### config.mk
export PLATFORM = sky130hd
export DESIGN_NAME = soc_output_cfg
export DESIGN_NICKNAME = d
export VERILOG_FILES = /design/src/hw/soc_pkg.sv /design/src/hw/soc_output_cfg.sv
export SDC_FILE = /design/constraint.sdc
export NUM_CORES = 1
export LEC_CHECK = 0
export BUFFER_PORTS_ARGS = -buffer_cell sky130_fd_sc_hd__buf_2
export CORE_MARGIN = 5
export CORE_UTILIZATION = 60
export CTS_CLUSTER_DIAMETER = 30
export CTS_CLUSTER_SIZE = 24
export DETAILED_ROUTE_END_ITERATION = 10
export GPL_ROUTABILITY_DRIVEN = 0
export GPL_TIMING_DRIVEN = 1
export PLACE_DENSITY = 0.83
export SLEW_MARGIN = 20
export SYNTH_ARGS = -nofsm -noshare
export SYNTH_HDL_FRONTEND = slang
export SYNTH_SLANG_ARGS = --single-unit
### constraint.sdc
create_clock -name clk -period 15.3 [get_ports clk]
set_input_delay 1.53 -clock clk [delete_from_list [all_inputs] [get_ports clk]]
set_output_delay 1.53 -clock clk [all_outputs]
set_load 0.05 [all_outputs]
### src/hw/soc_pkg.sv
/*
 * Constants for the serial output configuration registers.
 * Assumes word-aligned accesses from a plain register port.
 */
package soc_pkg;
  // Byte addresses of the two registers
  localparam logic [7:0] ADDR_PROTO   = 8'h0c;
  localparam logic [7:0] ADDR_CONTENT = 8'h10;
  // Field positions in output_protocol_ctl
  localparam int PROTO_MODE_LSB = 0;
  localparam int PROTO_SSYNC    = 6;
  localparam int PROTO_LANE_LSB = 8;
  localparam int PROTO_GPO      = 12;
  // Field positions in output_content_ctl
  localparam int CONT_VAL_LSB = 0;
  localparam int CONT_PAR     = 3;
  localparam int CONT_RANGE   = 8;
  localparam int CONT_INA_LSB = 10;
  localparam int CONT_VDA_LSB = 12;
  localparam int CONT_ID      = 14;
  // Reset values of all writable fields
  localparam logic [1:0] RST_MODE  = 2'h0;
  localparam logic       RST_SSYNC = 1'b0;
  localparam logic [1:0] RST_LANE  = 2'h0;
  localparam logic       RST_GPO   = 1'b0;
  localparam logic [2:0] RST_VAL   = 3'h0;
  localparam logic       RST_PAR   = 1'b0;
  localparam logic       RST_RANGE = 1'b0;
  localparam logic [1:0] RST_ALM   = 2'h0;
  localparam logic       RST_ID    = 1'b0;
  // Second lane configuration codes
  localparam logic [1:0] LANE_TRI   = 2'h0;
  localparam logic [1:0] LANE_ALARM = 2'h1;
  localparam logic [1:0] LANE_GPO   = 2'h2;
  localparam logic [1:0] LANE_DUAL  = 2'h3;
  // Output protocol code for converter-mastered timing
  localparam logic [1:0] MODE_MASTER = 2'h3;
  // Test patterns, conversion width
  localparam logic [1:0]  PAT_ZERO = 2'h0;
  localparam logic [1:0]  PAT_ONE  = 2'h1;
  localparam logic [1:0]  PAT_ALT  = 2'h2;
  localparam logic [17:0] WORD_ALT  = 18'h15555;
  localparam logic [17:0] WORD_PAIR = 18'h0cccc;
  localparam logic [5:0]  CONV_LEN  = 6'h12;
  localparam logic [5:0]  FRAME_MAX = 6'h20;
endpackage : soc_pkg

### src/hw/soc_output_cfg.sv
/*
 * Output protocol and content registers with lane routing
 * and output frame assembly.
 * Assumes all inputs come from logic on clk; appRst is a
 * synchronous application reset, rst_n the power-on reset.
 */
`timescale 1ns/1ps
`default_nettype none

// Summary of operation
// - GENERAL_OUTPUT_PIN pin follows gp_output_level bit 12
// - Lane config 00: lane1 tri-stated, one lane
// - Lane config 01: lane1 carries alarm
// - Lane config 10: lane1 carries GENERAL_OUTPUT_PIN level
// - Lane config 11: two-lane data output
// - Bit 6 picks external or internal clock
// - Clock select ignored outside master mode
// - Protocol 0x: reuse input SPI mode
// - Protocol 11: converter-mastered timing
// - Reserved protocol register bits read zero
// - Protocol register at bytes 0Ch-0Fh
// - Content register at bytes 10h-13h
// - Bracketed fields clear on power-on only
// - SPI mode code gives polarity, phase
// - Value select picks data or pattern
// - Parity adds two even bits
// - Device id and range inserted on request
module soc_output_cfg (
  input  wire logic        clk,
  input  wire logic        rst_n,
  input  wire logic        appRst,
  input  wire logic [7:0]  regAddr,
  input  wire logic [31:0] regWdata,
  input  wire logic        regWr,
  input  wire logic        regRd,
  output logic      [31:0] regRdata,
  input  wire logic [1:0]  spiModeSelect,
  input  wire logic        alarmIn,
  input  wire logic        laneData0,
  input  wire logic        laneData1,
  input  wire logic        frameLoad,
  input  wire logic [17:0] convData,
  input  wire logic [3:0]  deviceId,
  input  wire logic [3:0]  rangeCode,
  input  wire logic [1:0]  vddFlags,
  input  wire logic [1:0]  inFlags,
  output logic             generalOutputPin,
  output logic             serialOutLane0,
  output logic             serialOutLane1,
  output logic             serialOutLane1Oe,
  output logic             twoLaneMode,
  output logic             masterMode,
  output logic             ssyncClkInternal,
  output logic             spiCpol,
  output logic             spiCpha,
  output logic      [31:0] frameWord,
  output logic      [5:0]  frameLen
);

  // Fields of output_protocol_ctl
  logic [1:0] protoModeReg;    // Power-on reset only
  logic       ssyncClkReg;     // Power-on reset only
  logic [1:0] laneCfgReg;      // Second lane routing
  logic       gpLevelReg;      // General output level
  // Fields of output_content_ctl
  logic [2:0] valSelReg;       // Data or test pattern
  logic       parEnReg;        // Power-on reset only
  logic       rangeInclReg;    // Append range code
  logic [1:0] inAlmReg;        // Append input flags
  logic [1:0] vddAlmReg;       // Append supply flags
  logic       idInclReg;       // Append device id

  // Address decode
  logic       hitProto;
  logic       hitContent;
  logic [31:0] protoView;      // Register images
  logic [31:0] contentView;
  assign hitProto   = (regAddr == soc_pkg::ADDR_PROTO);
  assign hitContent = (regAddr == soc_pkg::ADDR_CONTENT);

  // Register images, reserved bits tied to zero
  always_comb begin
    protoView = 32'h0;
    protoView[soc_pkg::PROTO_MODE_LSB +: 2] = protoModeReg;
    protoView[soc_pkg::PROTO_SSYNC]          = ssyncClkReg;
    protoView[soc_pkg::PROTO_LANE_LSB +: 2] = laneCfgReg;
    protoView[soc_pkg::PROTO_GPO]            = gpLevelReg;
    contentView = 32'h0;
    contentView[soc_pkg::CONT_VAL_LSB +: 3] = valSelReg;
    contentView[soc_pkg::CONT_PAR]           = parEnReg;
    contentView[soc_pkg::CONT_RANGE]         = rangeInclReg;
    contentView[soc_pkg::CONT_INA_LSB +: 2] = inAlmReg;
    contentView[soc_pkg::CONT_VDA_LSB +: 2] = vddAlmReg;
    contentView[soc_pkg::CONT_ID]            = idInclReg;
  end

  // Power-on-only fields: application reset leaves them
  always_ff @(posedge clk or negedge rst_n) begin
    if (!rst_n) begin
      protoModeReg <= soc_pkg::RST_MODE;
      ssyncClkReg  <= soc_pkg::RST_SSYNC;
      parEnReg     <= soc_pkg::RST_PAR;
    end else begin
      if (regWr && hitProto) begin
        protoModeReg <= regWdata[soc_pkg::PROTO_MODE_LSB +: 2];
        ssyncClkReg  <= regWdata[soc_pkg::PROTO_SSYNC];
      end
      if (regWr && hitContent) begin
        parEnReg <= regWdata[soc_pkg::CONT_PAR];
      end
    end
  end

  // Fields cleared by either reset; app reset beats a write
  always_ff @(posedge clk or negedge rst_n) begin
    if (!rst_n) begin
      laneCfgReg   <= soc_pkg::RST_LANE;
      gpLevelReg   <= soc_pkg::RST_GPO;
      valSelReg    <= soc_pkg::RST_VAL;
      rangeInclReg <= soc_pkg::RST_RANGE;
      inAlmReg     <= soc_pkg::RST_ALM;
      vddAlmReg    <= soc_pkg::RST_ALM;
      idInclReg    <= soc_pkg::RST_ID;
    end else if (appRst) begin
      laneCfgReg   <= soc_pkg::RST_LANE;
      gpLevelReg   <= soc_pkg::RST_GPO;
      valSelReg    <= soc_pkg::RST_VAL;
      rangeInclReg <= soc_pkg::RST_RANGE;
      inAlmReg     <= soc_pkg::RST_ALM;
      vddAlmReg    <= soc_pkg::RST_ALM;
      idInclReg    <= soc_pkg::RST_ID;
    end else begin
      if (regWr && hitProto) begin
        laneCfgReg <= regWdata[soc_pkg::PROTO_LANE_LSB +: 2];
        gpLevelReg <= regWdata[soc_pkg::PROTO_GPO];
      end
      if (regWr && hitContent) begin
        valSelReg    <= regWdata[soc_pkg::CONT_VAL_LSB +: 3];
        rangeInclReg <= regWdata[soc_pkg::CONT_RANGE];
        inAlmReg     <= regWdata[soc_pkg::CONT_INA_LSB +: 2];
        vddAlmReg    <= regWdata[soc_pkg::CONT_VDA_LSB +: 2];
        idInclReg    <= regWdata[soc_pkg::CONT_ID];
      end
    end
  end

  // Read data valid only in the cycle after the strobe
  always_ff @(posedge clk or negedge rst_n) begin
    if (!rst_n) begin
      regRdata <= 32'h0;
    end else if (regRd && hitProto) begin
      regRdata <= protoView;
    end else if (regRd && hitContent) begin
      regRdata <= contentView;
    end else begin
      regRdata <= 32'h0; // Unmapped reads and idle give zero
    end
  end

  // Pin routing; lane 1 follows the lane config
  always_ff @(posedge clk or negedge rst_n) begin
    if (!rst_n) begin
      generalOutputPin <= 1'b0;
      serialOutLane0   <= 1'b0;
      serialOutLane1   <= 1'b0;
      serialOutLane1Oe <= 1'b0;
      twoLaneMode      <= 1'b0;
    end else begin
      generalOutputPin <= gpLevelReg;
      serialOutLane0   <= laneData0;
      twoLaneMode      <= (laneCfgReg == soc_pkg::LANE_DUAL);
      unique case (laneCfgReg)
        soc_pkg::LANE_TRI: begin
          serialOutLane1   <= 1'b0;
          serialOutLane1Oe <= 1'b0;
        end
        soc_pkg::LANE_ALARM: begin
          serialOutLane1   <= alarmIn;
          serialOutLane1Oe <= 1'b1;
        end
        soc_pkg::LANE_GPO: begin
          serialOutLane1   <= gpLevelReg;
          serialOutLane1Oe <= 1'b1;
        end
        soc_pkg::LANE_DUAL: begin
          serialOutLane1   <= laneData1;
          serialOutLane1Oe <= 1'b1;
        end
      endcase
    end
  end

  // Transmit timing; code 10 is never written by the host,
  // so it simply falls into SPI timing here
  always_ff @(posedge clk or negedge rst_n) begin
    if (!rst_n) begin
      masterMode       <= 1'b0;
      ssyncClkInternal <= 1'b0;
      spiCpol          <= 1'b0;
      spiCpha          <= 1'b0;
    end else begin
      masterMode <= (protoModeReg == soc_pkg::MODE_MASTER);
      // Select only honoured in master mode
      ssyncClkInternal <= ssyncClkReg &&
        (protoModeReg == soc_pkg::MODE_MASTER);
      spiCpol <= spiModeSelect[1];
      spiCpha <= spiModeSelect[0];
    end
  end

  // Frame assembly: data, id, flags, range, parity
  logic [17:0] frameData;
  logic [31:0] frameAcc;
  logic [5:0]  frameCnt;
  logic        framePar;
  always_comb begin
    if (!valSelReg[2]) begin
      frameData = convData;
    end else begin
      unique case (valSelReg[1:0])
        soc_pkg::PAT_ZERO: frameData = 18'h0;
        soc_pkg::PAT_ONE:  frameData = 18'h3ffff;
        soc_pkg::PAT_ALT:  frameData = soc_pkg::WORD_ALT;
        default:           frameData = soc_pkg::WORD_PAIR;
      endcase
    end
    frameAcc = {14'h0, frameData};
    frameCnt = soc_pkg::CONV_LEN;
    framePar = 1'b0;
    if (idInclReg) begin
      frameAcc = {frameAcc[27:0], deviceId};
      frameCnt = frameCnt + 6'h4;
    end
    // Alarm flags, low flag ahead of high flag
    if (vddAlmReg[0]) begin
      frameAcc = {frameAcc[30:0], vddFlags[0]};
      frameCnt = frameCnt + 6'h1;
    end
    if (vddAlmReg[1]) begin
      frameAcc = {frameAcc[30:0], vddFlags[1]};
      frameCnt = frameCnt + 6'h1;
    end
    if (inAlmReg[0]) begin
      frameAcc = {frameAcc[30:0], inFlags[0]};
      frameCnt = frameCnt + 6'h1;
    end
    if (inAlmReg[1]) begin
      frameAcc = {frameAcc[30:0], inFlags[1]};
      frameCnt = frameCnt + 6'h1;
    end
    if (rangeInclReg) begin
      frameAcc = {frameAcc[27:0], rangeCode};
      frameCnt = frameCnt + 6'h4;
    end
    if (parEnReg) begin
      // Frame parity excludes the conversion parity bit
      framePar = ^frameAcc;
      frameAcc = {frameAcc[29:0], ^frameData, framePar};
      frameCnt = frameCnt + 6'h2;
    end
  end

  // Frame latched on request, left-justified, MSB first
  always_ff @(posedge clk or negedge rst_n) begin
    if (!rst_n) begin
      frameWord <= 32'h0;
      frameLen  <= 6'h0;
    end else if (frameLoad) begin
      frameWord <= frameAcc << (soc_pkg::FRAME_MAX - frameCnt);
      frameLen  <= frameCnt;
    end
  end
endmodule : soc_output_cfg

`default_nettype wire

# Yosys cells after proc, flatten, opt, wreduce, memory -nomap -nowiden
# Cells that the tools add are included.
[totals] out_inout_bits=79 latchBits=0 mem_count=0 romBits=0 regBits=95 elab_cells=84 ramBits=0
[op_classes] bitwise=0 mux=34 div_mod_pow=0 n_addsub=7 n_shift=1 order_cmp=0 n_eq_ne=8 n_reduce_logical=12 multipliers=0
[op_table] op="2-to-1 mux 32 bit" count=6
[op_table] op="one-hot mux 18 bit (3 select lines)" count=1
[op_table] op="2-to-1 mux 6 bit" count=6
[op_table] op="XOR reduction 32 bit" count=1
[op_table] op="<< shifter 32 x 6 -> 32 bit" count=1
[op_table] op="2-to-1 mux 15 bit" count=2
[op_table] op="adder 6 x 1 -> 6 bit (second input constant)" count=4
[op_table] op="2-to-1 mux 22 bit" count=1
[op_table] op="2-to-1 mux 18 bit" count=1
[op_table] op="XOR reduction 18 bit" count=1
[op_table] op="2-to-1 mux 2 bit" count=6
[op_table] op="2-to-1 mux 3 bit" count=3
[op_table] op="== test 2 bit (second input constant)" count=4
[op_table] op="== test 8 x 4 -> 1 bit (second input constant)" count=1
[op_table] op="== test 8 x 5 -> 1 bit (second input constant)" count=1
[op_table] op="adder 6 x 2 -> 6 bit (second input constant)" count=1
[op_table] op="adder 6 x 3 -> 6 bit (second input constant)" count=1
[op_table] op="2-to-1 mux 1 bit" count=6
[op_table] op="subtractor 6 bit (first input constant)" count=1
[op_table] op="logical AND 1 bit" count=5
[op_table] op="== test 2 x 1 -> 1 bit (second input constant)" count=2
[op_table] op="logical NOT 2 bit" count=2
[op_table] op="one-hot mux 1 bit (4 select lines)" count=1
[op_table] op="nonzero test 2 bit" count=2
[op_table] op="2 further kinds" count=2

# Logic depth before layout (Yosys ltp)
# Gate-level depths: netlist of the first run.
[depth] depth_word=15 mapped_depth=22 ltp_nobuf=19

# Worst setup path after synthesis of the first run
# Ideal clock, no wire load.
[synth_path] kind="register to register" start="register vddAlmReg[1]" end="register frameWord[20]" path_buffers=10 setup_time_ns=0.131 arrival_ns=4.835 path_slack_ns=10.334 path_stages_with_launch=21 path_cell_list="dfrtp_1 buf_2 inv_2 buf_2 buf_2 ha_1 clkbuf_1 xnor2_1 xnor2_1 inv_1 clkbuf_1 buf_1 buf_1 ha_1 buf_1 clkbuf_1 clkbuf_1 o21ai_0 mux2_2 a22oi_1 o31ai_1"
[synth_between] elab_chain_len=11
[synth_lines] item="start, declared" line="soc_output_cfg.sv:70" text="logic [1:0] vddAlmReg;"
[synth_lines] item="start signal, assigned" line="soc_output_cfg.sv:122" text="vddAlmReg <= soc_pkg::RST_ALM;"
[synth_lines] item="start signal, assigned" line="soc_output_cfg.sv:130" text="vddAlmReg <= soc_pkg::RST_ALM;"
[synth_lines] item="start signal, assigned" line="soc_output_cfg.sv:141" text="vddAlmReg <= regWdata[soc_pkg::CONT_VDA_LSB +: 2];"
[synth_lines] item="2-to-1 mux 6 bit" line="soc_output_cfg.sv:239" text="if (vddAlmReg[1]) begin"
[synth_lines] item="adder 6 x 1 -> 6 bit" line="soc_output_cfg.sv:245" text="frameCnt = frameCnt + 6'h1;"
[synth_lines] item="2-to-1 mux 6 bit" line="soc_output_cfg.sv:243" text="if (inAlmReg[0]) begin"
[synth_lines] item="adder 6 x 1 -> 6 bit" line="soc_output_cfg.sv:249" text="frameCnt = frameCnt + 6'h1;"
[synth_lines] item="2-to-1 mux 6 bit" line="soc_output_cfg.sv:247" text="if (inAlmReg[1]) begin"
[synth_lines] item="adder 6 x 3 -> 6 bit" line="soc_output_cfg.sv:253" text="frameCnt = frameCnt + 6'h4;"
[synth_lines] item="2-to-1 mux 6 bit" line="soc_output_cfg.sv:251" text="if (rangeInclReg) begin"
[synth_lines] item="adder 6 x 2 -> 6 bit" line="soc_output_cfg.sv:259" text="frameCnt = frameCnt + 6'h2;"
[synth_lines] item="2-to-1 mux 6 bit" line="soc_output_cfg.sv:255" text="if (parEnReg) begin"
[synth_lines] item="subtractor 6 bit" line="soc_output_cfg.sv:269" text="frameWord <= frameAcc << (soc_pkg::FRAME_MAX - frameCnt);"
[synth_lines] item="<< shifter 32 x 6 -> 32 bit (*)" line="soc_output_cfg.sv:269"
[synth_lines] item="end signal, assigned" line="soc_output_cfg.sv:269"
[synth_lines] item="end, declared" line="soc_output_cfg.sv:56" text="output logic [31:0] frameWord,"
# Mark *: on every way between the ends. The rest lies on a longest branch, timed or not.
# A chain may end at the register's enable or synchronous reset.

# Worst setup path in the final report of the first run
[layout_path] start="register vddAlmReg[0]" end="register frameWord[29]"
[layout_between] elab_chain_len=13
[layout_lines] item="2-to-1 mux 6 bit" line="soc_output_cfg.sv:235" text="if (vddAlmReg[0]) begin"
[layout_lines] item="adder 6 x 1 -> 6 bit" line="soc_output_cfg.sv:241" text="frameCnt = frameCnt + 6'h1;"
[layout_lines] item="2-to-1 mux 6 bit" line="soc_output_cfg.sv:239"
[layout_lines] item="adder 6 x 1 -> 6 bit" line="soc_output_cfg.sv:245"
[layout_lines] item="2-to-1 mux 6 bit" line="soc_output_cfg.sv:243"
[layout_lines] item="adder 6 x 1 -> 6 bit" line="soc_output_cfg.sv:249"
[layout_lines] item="2-to-1 mux 6 bit" line="soc_output_cfg.sv:247"
[layout_lines] item="adder 6 x 3 -> 6 bit" line="soc_output_cfg.sv:253"
[layout_lines] item="2-to-1 mux 6 bit" line="soc_output_cfg.sv:251"
[layout_lines] item="adder 6 x 2 -> 6 bit" line="soc_output_cfg.sv:259"
[layout_lines] item="2-to-1 mux 6 bit" line="soc_output_cfg.sv:255"
[layout_lines] item="subtractor 6 bit" line="soc_output_cfg.sv:269"
[layout_lines] item="<< shifter 32 x 6 -> 32 bit (*)" line="soc_output_cfg.sv:269"
# Marked as above.

==> run_results.csv, run 1 <==
group,metric,value,unit
status,status,"complete, no violations",
clocking,postCtsHoldBufs,0,
timing,hold_viol,0,
place,port_buffers,119,
synthesis,ys_types,109,
run,max_cap_violations,0,
synthesis,synth_most_common_cell,"nand2_1",
worst_setup_path,critPathLaunchType,"flip-flop",
synthesis,synth_area_per_cell,8.50,um2
route,via_count,9354,
synthesis,synth-seq-area-share,19.5,%
timing,fin_setup_tns,0,ns
clocking,clockBufferDepth,2,
worst_setup_path,path_class,"reg -> reg",
timing,setup_viol,0,
power,p_sw,232,uW
timing,fin_skew,0.00763,ns
synthesis,async_reset_ff_share,100,%
worst_setup_path,worstRegToRegCells,17,
worst_setup_path,end_kind,"flip-flop",
clocking,clk_pin_slew_worst_paths,0.06,ns
global_routing,grt_use_total,28.5,%
global_routing,grt_pass1_wl,43200,um
power,combPwrFrac,35.7,%
clocking,cts_tree,"done",
clocking,cts_setup_buffers,0,
route,wl_per_cell,19.4,um
floorplanning,core,0.0158,mm2
worst_setup_path,crit_path_end,"frameWord[29]$_DFFE_PN0P_",
clocking,cts_buffers,9,
route,drtIter0Drc,1202,
worst_setup_path,crit_fanout,32,
synthesis,yosys.area.top_type_share,19.5,%
place,dp_hpwl,20300,um
timing,rsz0062_at_grt,"false",
route,drt-met1-wl,10800,um
power,power_density,61.0,mW/mm2
worst_setup_path,cp.required,15.54,ns
global_routing,first_global_vias,8549,
floorplanning,die_w,137,um
power,p_total,634,uW
clocking,cts_resized,0,
route,drc,0,
route,postRouteAntennaNets,0,
timing,hold_slack,0.446,ns
worst_setup_path,r2r-end,"frameWord[29]$_DFFE_PN0P_",
synthesis,synth-seq-cells,75,
cells_and_area,drive_above_1_share,23.1,%
route,vias_per_cell,6.64,
global_routing,antenna_found_initial,0,
floorplanning,fp.dieArea,0.0187,mm2
synthesis,yosys.area.top_type,"dfrtp_1",
place,placedCellCount,1393,
synthesis,yosys-top-cells-area,"dfrtp_1 (19%), mux2i_1 (8.3%), mux4_2 (6.3%)",
synthesis,synth-edff-count,0,
cells_and_area,fin_cells,1409,
worst_setup_path,worstPathArrival,5.67,ns
power,p_clk_share,30.6,%
floorplanning,start_util,60.9,%
clocking,cts_sinks,75,
route,highest_layer,"met4",
worst_setup_path,reg2reg_slack,9.87,ns
timing,fmax,0.184,GHz
worst_setup_path,cp-startpoint,"vddAlmReg[0]$_DFFE_PN0P_",
worst_setup_path,r2r_start,"vddAlmReg[0]$_DFFE_PN0P_",
timing,max_slew.worst_pin.slew,0.922,ns
power,ir_drop,0.0608,mV
timing,max_slew_margin,38.5,%
floorplanning,die_y,137,um
floorplanning,ios,160,
route,drt-total-wl,27300,um
route,route.met3.wl,2130,um
route,firstDrtPassIters,5,
synthesis,syn_area,0.00964,mm2
synthesis,syn_inst,1134,
route,met2_wirelength,13400,um
synthesis,yosys_warnings,0,
cells_and_area,diodes,0,
hold_path,hold_path_class,"reg -> reg",
timing,fin_crit_sh,35.5,%
global_routing,grt_max_degree,76,
clocking,clk_latency,0.34,ns
clocking,cts-root-buf,"clkbuf_16",
cells_and_area,nNetsFinal,1281,
power,swShare,36.7,%
power,p_leak,0.00449,uW
synthesis,synth_commonest_cells,"nand2_1 (113), nor2_1 (104), mux2i_1 (80)",
power,internal-power,401,uW
floorplanning,num_rows,46,
cells_and_area,fin_util,65.7,%
timing,drv_slew,0,
cells_and_area,syn_to_final_growth,7.87,%
global_routing,overflow,0,
clocking,h-tree-depth,3,
synthesis,synthFlopType,"dfrtp_1",
timing,period_minus_slack,5.43,ns
power,p_seq_share,33.7,%
critical path, cell delays in order, from the launching register on:
cell and delay (ns):
dfrtp_1 0.39, inv_2 0.52, ha_1 0.49, xor2_1 0.21, ha_1 0.20, nand2_1 0.17, xnor3_1 0.31, ha_1 0.31
nand2b_1 0.15, o21ai_0 0.15, xor2_1 0.42, nor2_1 0.12, xnor2_1 0.66, nand4_1 0.43, or2_2 0.47, nor2_1 0.12
a221oi_1 0.07, o311ai_2 0.14
cell usage in the layout, fill, tap and decap left out, types with 11 or more instances in the layout:
| master | n |
|---|---|
| xnor2_1 | 48 |
| a21oi_1 | 40 |
| and2_1 | 22 |
| dfrtp_1 | 73 |
| ha_1 | 11 |
| nand3_1 | 22 |
| a221oi_1 | 11 |
| o221ai_1 | 18 |
| o21ai_0 | 52 |
| nor2_1 | 104 |
| mux4_2 | 27 |
| nand2_1 | 113 |
| a211oi_1 | 16 |
| o21ai_1 | 14 |
| buf_2 | 118 |
| inv_1 | 23 |
| o211ai_1 | 27 |
| buf_4 | 18 |
| nand2b_1 | 12 |
| conb_1 | 20 |
| mux2i_1 | 80 |
| xor2_1 | 15 |
| nor3_1 | 14 |
| a31oi_1 | 13 |
| mux2_2 | 42 |
| a22oi_1 | 18 |
sequential cells by signal, summed over array words and instances (netlist names), 2 cells and up:
signal        flops
frameLen          6
frameWord        32
inAlmReg          2
laneCfgReg        2
protoModeReg      2
regRdata         12
valSelReg         3
vddAlmReg         2
power by group through the flow:
stage	Sequential (uW)	Combinational, uW	Clock [uW]
final	213	226	194
after global routing	214	241	205
after CTS	214	224	196
after detailed placement	217	223	0
after global placement	217	218	0
after floorplan	249	139	0
kinds of logic after synthesis:
group / Yosys count / share of synthesized area (%)
compound gates: 339 / 27.1
flops: 75 / 19.5
buf+inv: 138 / 7.34
xor+xnor: 72 / 7.41
mux: 155 / 20.3
other cells: 1 / 0.0389
fa+ha+maj: 13 / 1.66
simple gates: 341 / 16.6
how the worst min path moves through the flow:
stage                            from                    endpoint  slack (ns)  cells after the start
2_1_floorplan  gpLevelReg$_DFFE_PN0P_  generalOutputPin$_DFF_PN0_        0.39                      0
3_3_place_gp   gpLevelReg$_DFFE_PN0P_  generalOutputPin$_DFF_PN0_        0.42                      0
3_5_place_dp   gpLevelReg$_DFFE_PN0P_  generalOutputPin$_DFF_PN0_        0.45                      0
4_1_cts        gpLevelReg$_DFFE_PN0P_  generalOutputPin$_DFF_PN0_        0.46                      0
5_1_grt        gpLevelReg$_DFFE_PN0P_  generalOutputPin$_DFF_PN0_        0.47                      0
6_report       gpLevelReg$_DFFE_PN0P_  generalOutputPin$_DFF_PN0_        0.45                      0
final cells by class:
class / count / area [um2]
flip-flops and latches: 75 / 1880
well taps: 216 / 270
clock buffers: 12 / 246
repair buffers: 136 / 726
inverters: 26 / 97.6
fillers: 1297 / 5430
multi-input cells: 940 / 7150
clock inverters: 4 / 26.3
per-layer routing:
metal,vias up,GRT usage (%)
li1,4317,-
met1,4439,37.5
met2,515,47.7
met3,83,3.93
met4,0,10.5
met5,-,0
through the flow:
| stage | area (um2) | setup WS (ns) |
|---|---|---|
| 6_report | 10400 | 9.87 |
| 5_1_grt | 10400 | 9.38 |
| 4_1_cts | 10400 | 9.85 |
| 3_5_place_dp | 10100 | 9.74 |
| 3_3_place_gp | 10100 | 9.84 |
| 2_1_floorplan | 9710 | 10.33 |
No activity file was read; power rests on OpenSTA's default activity.
==> run 2: changes to the inputs <==
--- a/config.mk
+++ b/config.mk
@@ -7,13 +7,13 @@
 export LEC_CHECK = 0
 export BUFFER_PORTS_ARGS = -buffer_cell sky130_fd_sc_hd__buf_2
 export CORE_MARGIN = 5
-export CORE_UTILIZATION = 60
+export CORE_UTILIZATION = 53
 export CTS_CLUSTER_DIAMETER = 30
 export CTS_CLUSTER_SIZE = 24
 export DETAILED_ROUTE_END_ITERATION = 10
 export GPL_ROUTABILITY_DRIVEN = 0
 export GPL_TIMING_DRIVEN = 1
-export PLACE_DENSITY = 0.83
+export PLACE_DENSITY = 0.78
 export SLEW_MARGIN = 20
 export SYNTH_ARGS = -nofsm -noshare
 export SYNTH_HDL_FRONTEND = slang
==> constraint.sdc (replaced) <==
create_clock -name clk -period 4.7 [get_ports clk]
set_input_delay 0.47 -clock clk [delete_from_list [all_inputs] [get_ports clk]]
set_output_delay 0.47 -clock clk [all_outputs]
set_load 0.05 [all_outputs]
==> run 2 against run 1 <==
Cell count up 4.5%. Critical path depth down 3. Largest power group is now clock. Non-clock buffer count up 50. First-iteration DRC count up 1.4%. Die area up 12%. Sequential share of layout area down 0.98 points. Clock-buffer cell count down 2. Global-route usage down 1.6 points.
==> run_results.csv, run 2 (synthesis results as in run 1) <==
group,metric,value,unit
status,status,"complete, no violations",
timing,setup_viol,0,
floorplanning,die_w,145,um
clocking,cts_tree,"done",
floorplanning,num_rows,49,
power,power_density,209,mW/mm2
worst_setup_path,end_kind,"flip-flop",
power,p_total,2310,uW
worst_setup_path,crit_fanout,9,
timing,hold_viol,0,
worst_setup_path,worst_path_most_repeated_cell,"o221ai_1",
route,wl_per_cell,19.6,um
cells_and_area,regMostFlops,"frameWord",
cells_and_area,diodes,0,
clocking,clk_latency,0.34,ns
route,via_count,9563,
cells_and_area,largest_reg_flops,32,
worst_setup_path,path_class,"reg -> reg",
hold_path,hold-path-cell-count,1,
floorplanning,core,0.0179,mm2
floorplanning,fp.dieArea,0.0210,mm2
cells_and_area,final_common_cell,"buf_2",
worst_setup_path,r2r_start,"valSelReg[0]$_DFFE_PN0P_",
cells_and_area,fin_util,61.6,%
global_routing,overflow,0,
global_routing,grt_max_degree,76,
route,postRouteAntennaNets,0,
worst_setup_path,reg2reg_slack,0.17,ns
worst_setup_path,worstPathArrival,4.73,ns
global_routing,grt_pass1_wl,45600,um
worst_setup_path,crit_chain,"inv_1, ha_1, buf_4, and2b_1, a211o_1, nand2_1, o221ai_1, mux4_2, xnor3_1, xnor2_1, xnor3_2, a311oi_1, o32a_1, o221ai_1",
worst_setup_path,cpLargestDelayFamily,"compound AO/OA/AOI/OAI gates",
global_routing,antenna_found_initial,0,
route,drtIter0Drc,1219,
clocking,cts-root-buf,"clkbuf_16",
clocking,h-tree-depth,3,
worst_setup_path,cp.required,4.90,ns
place,dp_hpwl,21800,um
route,vias_per_cell,6.50,
worst_setup_path,r2r-end,"frameWord[15]$_DFFE_PN0P_",
worst_setup_path,worstRegToRegCells,14,
power,p_leak,0.00483,uW
place,placed_area,0.0106,mm2
cells_and_area,nNetsFinal,1331,
worst_setup_path,slowest_delay,0.56,ns
cells_and_area,syn_to_final_growth,14.4,%
cells_and_area,top_regs,"frameWord x32, regRdata x12, frameLen x6",
worst_setup_path,critPathLaunchType,"flip-flop",
timing,fmax,0.221,GHz
timing,max_slew_margin,36.9,%
hold_path,hold_path_class,"in -> reg",
floorplanning,start_util,53.8,%
clocking,clk_pin_slew_worst_paths,0.06,ns
global_routing,first_global_vias,8857,
worst_setup_path,path_buf_inv,2,
cells_and_area,final_design_area_no_fill,0.0110,mm2
timing,fin_crit_sh,96.4,%
timing,period_minus_slack,4.53,ns
clocking,postCtsHoldBufs,0,
timing,fin_skew,0.00684,ns
cells_and_area,final_cell_mix,"buf_2 (118), nand2_1 (112), nor2_1 (104)",
run,max_cap_violations,0,
route,drc,0,
clocking,cts_sinks,75,
cells_and_area,drive_above_1_share,27.7,%
hold_path,hold_path_end,"spiCpha$_DFF_PN0_",
global_routing,grt_use_total,26.8,%
route,drt-total-wl,28800,um
power,ir_drop,0.218,mV
place,port_buffers,119,
worst_setup_path,cpMaxStageDelayCell,"mux4_2",
clocking,cts_buffers,9,
timing,max_slew.worst_pin.slew,0.945,ns
clocking,clockBufferDepth,2,
floorplanning,ios,160,
timing,drv_slew,0,
hold_path,hp-start,"spiModeSelect[0]",
route,firstDrtPassIters,6,
timing,rsz0062_at_grt,"true",
floorplanning,die_y,145,um
timing,fin_setup_tns,0,ns
## run 2: cell count changes in the layout (fill, tap and decap cells not counted), sizes merged
cell,change
clkbuf,-2
inv,+1
buf,+50
clkinv,-2
bufinv,+4
clkinvlp,-1
## run 2: timing repair
action / CTS / global route
gates resized for setup: 0 / 15
endpoints found under the setup margin: 0 / 31
setup buffers: 0 / 1
## run 2: worst max path at each step
stage	start	cells after the start	end	slack, ns
global route	idInclReg$_DFFE_PN0P_	16	frameWord[29]$_DFFE_PN0P_	-0.07
detailed placement	vddAlmReg[0]$_DFFE_PN0P_	15	frameWord[29]$_DFFE_PN0P_	0.12
CTS	idInclReg$_DFFE_PN0P_	12	frameWord[29]$_DFFE_PN0P_	0.05
floorplan	vddAlmReg[1]$_DFFE_PN0P_	22	frameWord[29]$_DFFE_PN0P_	0.03
global placement	vddAlmReg[0]$_DFFE_PN0P_	17	frameWord[29]$_DFFE_PN0P_	0.23
finish	valSelReg[0]$_DFFE_PN0P_	14	frameWord[15]$_DFFE_PN0P_	0.17
## run 2: layer usage
| layer | global-route usage [%] | vias to the layer above | routed length, um |
|---|---|---|---|
| met3 | 3.81 | 98 | 1930 |
| met2 | 44.3 | 524 | 13900 |
| met4 | 10.4 | 0 | 1300 |
| li1 | - | 4412 | - |
| met5 | 0 | - | 0 |
| met1 | 35.6 | 4529 | 11700 |
## run 2: per-stage QoR
step                      hold slack [ns]  setup slack, ns  instances
final                               0.231            0.171       1472
after global routing                0.221          -0.0720       1472
after CTS                           0.223           0.0525       1471
after detailed placement            0.437            0.125       1455
after global placement              0.429            0.232       1455
after floorplan                     0.174           0.0310       1153
## run 2: power by group
| part | switching, uW | total, uW | leakage [uW] | internal [uW] |
|---|---|---|---|---|
| clock network | 281 | 857 | 0.000177 | 575 |
| registers | 19.7 | 697 | 0.000985 | 677 |
| logic | 484 | 754 | 0.00367 | 270 |
## run 2: cell type report
class                           count  area (um2)
Clock buffer                       10         229
Clock inverter                      6         138
Fill cell                        1516        6880
Inverter                           26        97.6
Multi-Input combinational cell    940        7240
Sequential cell                    75        1890
Tap cell                          229         287
Timing Repair Buffer              186        1150
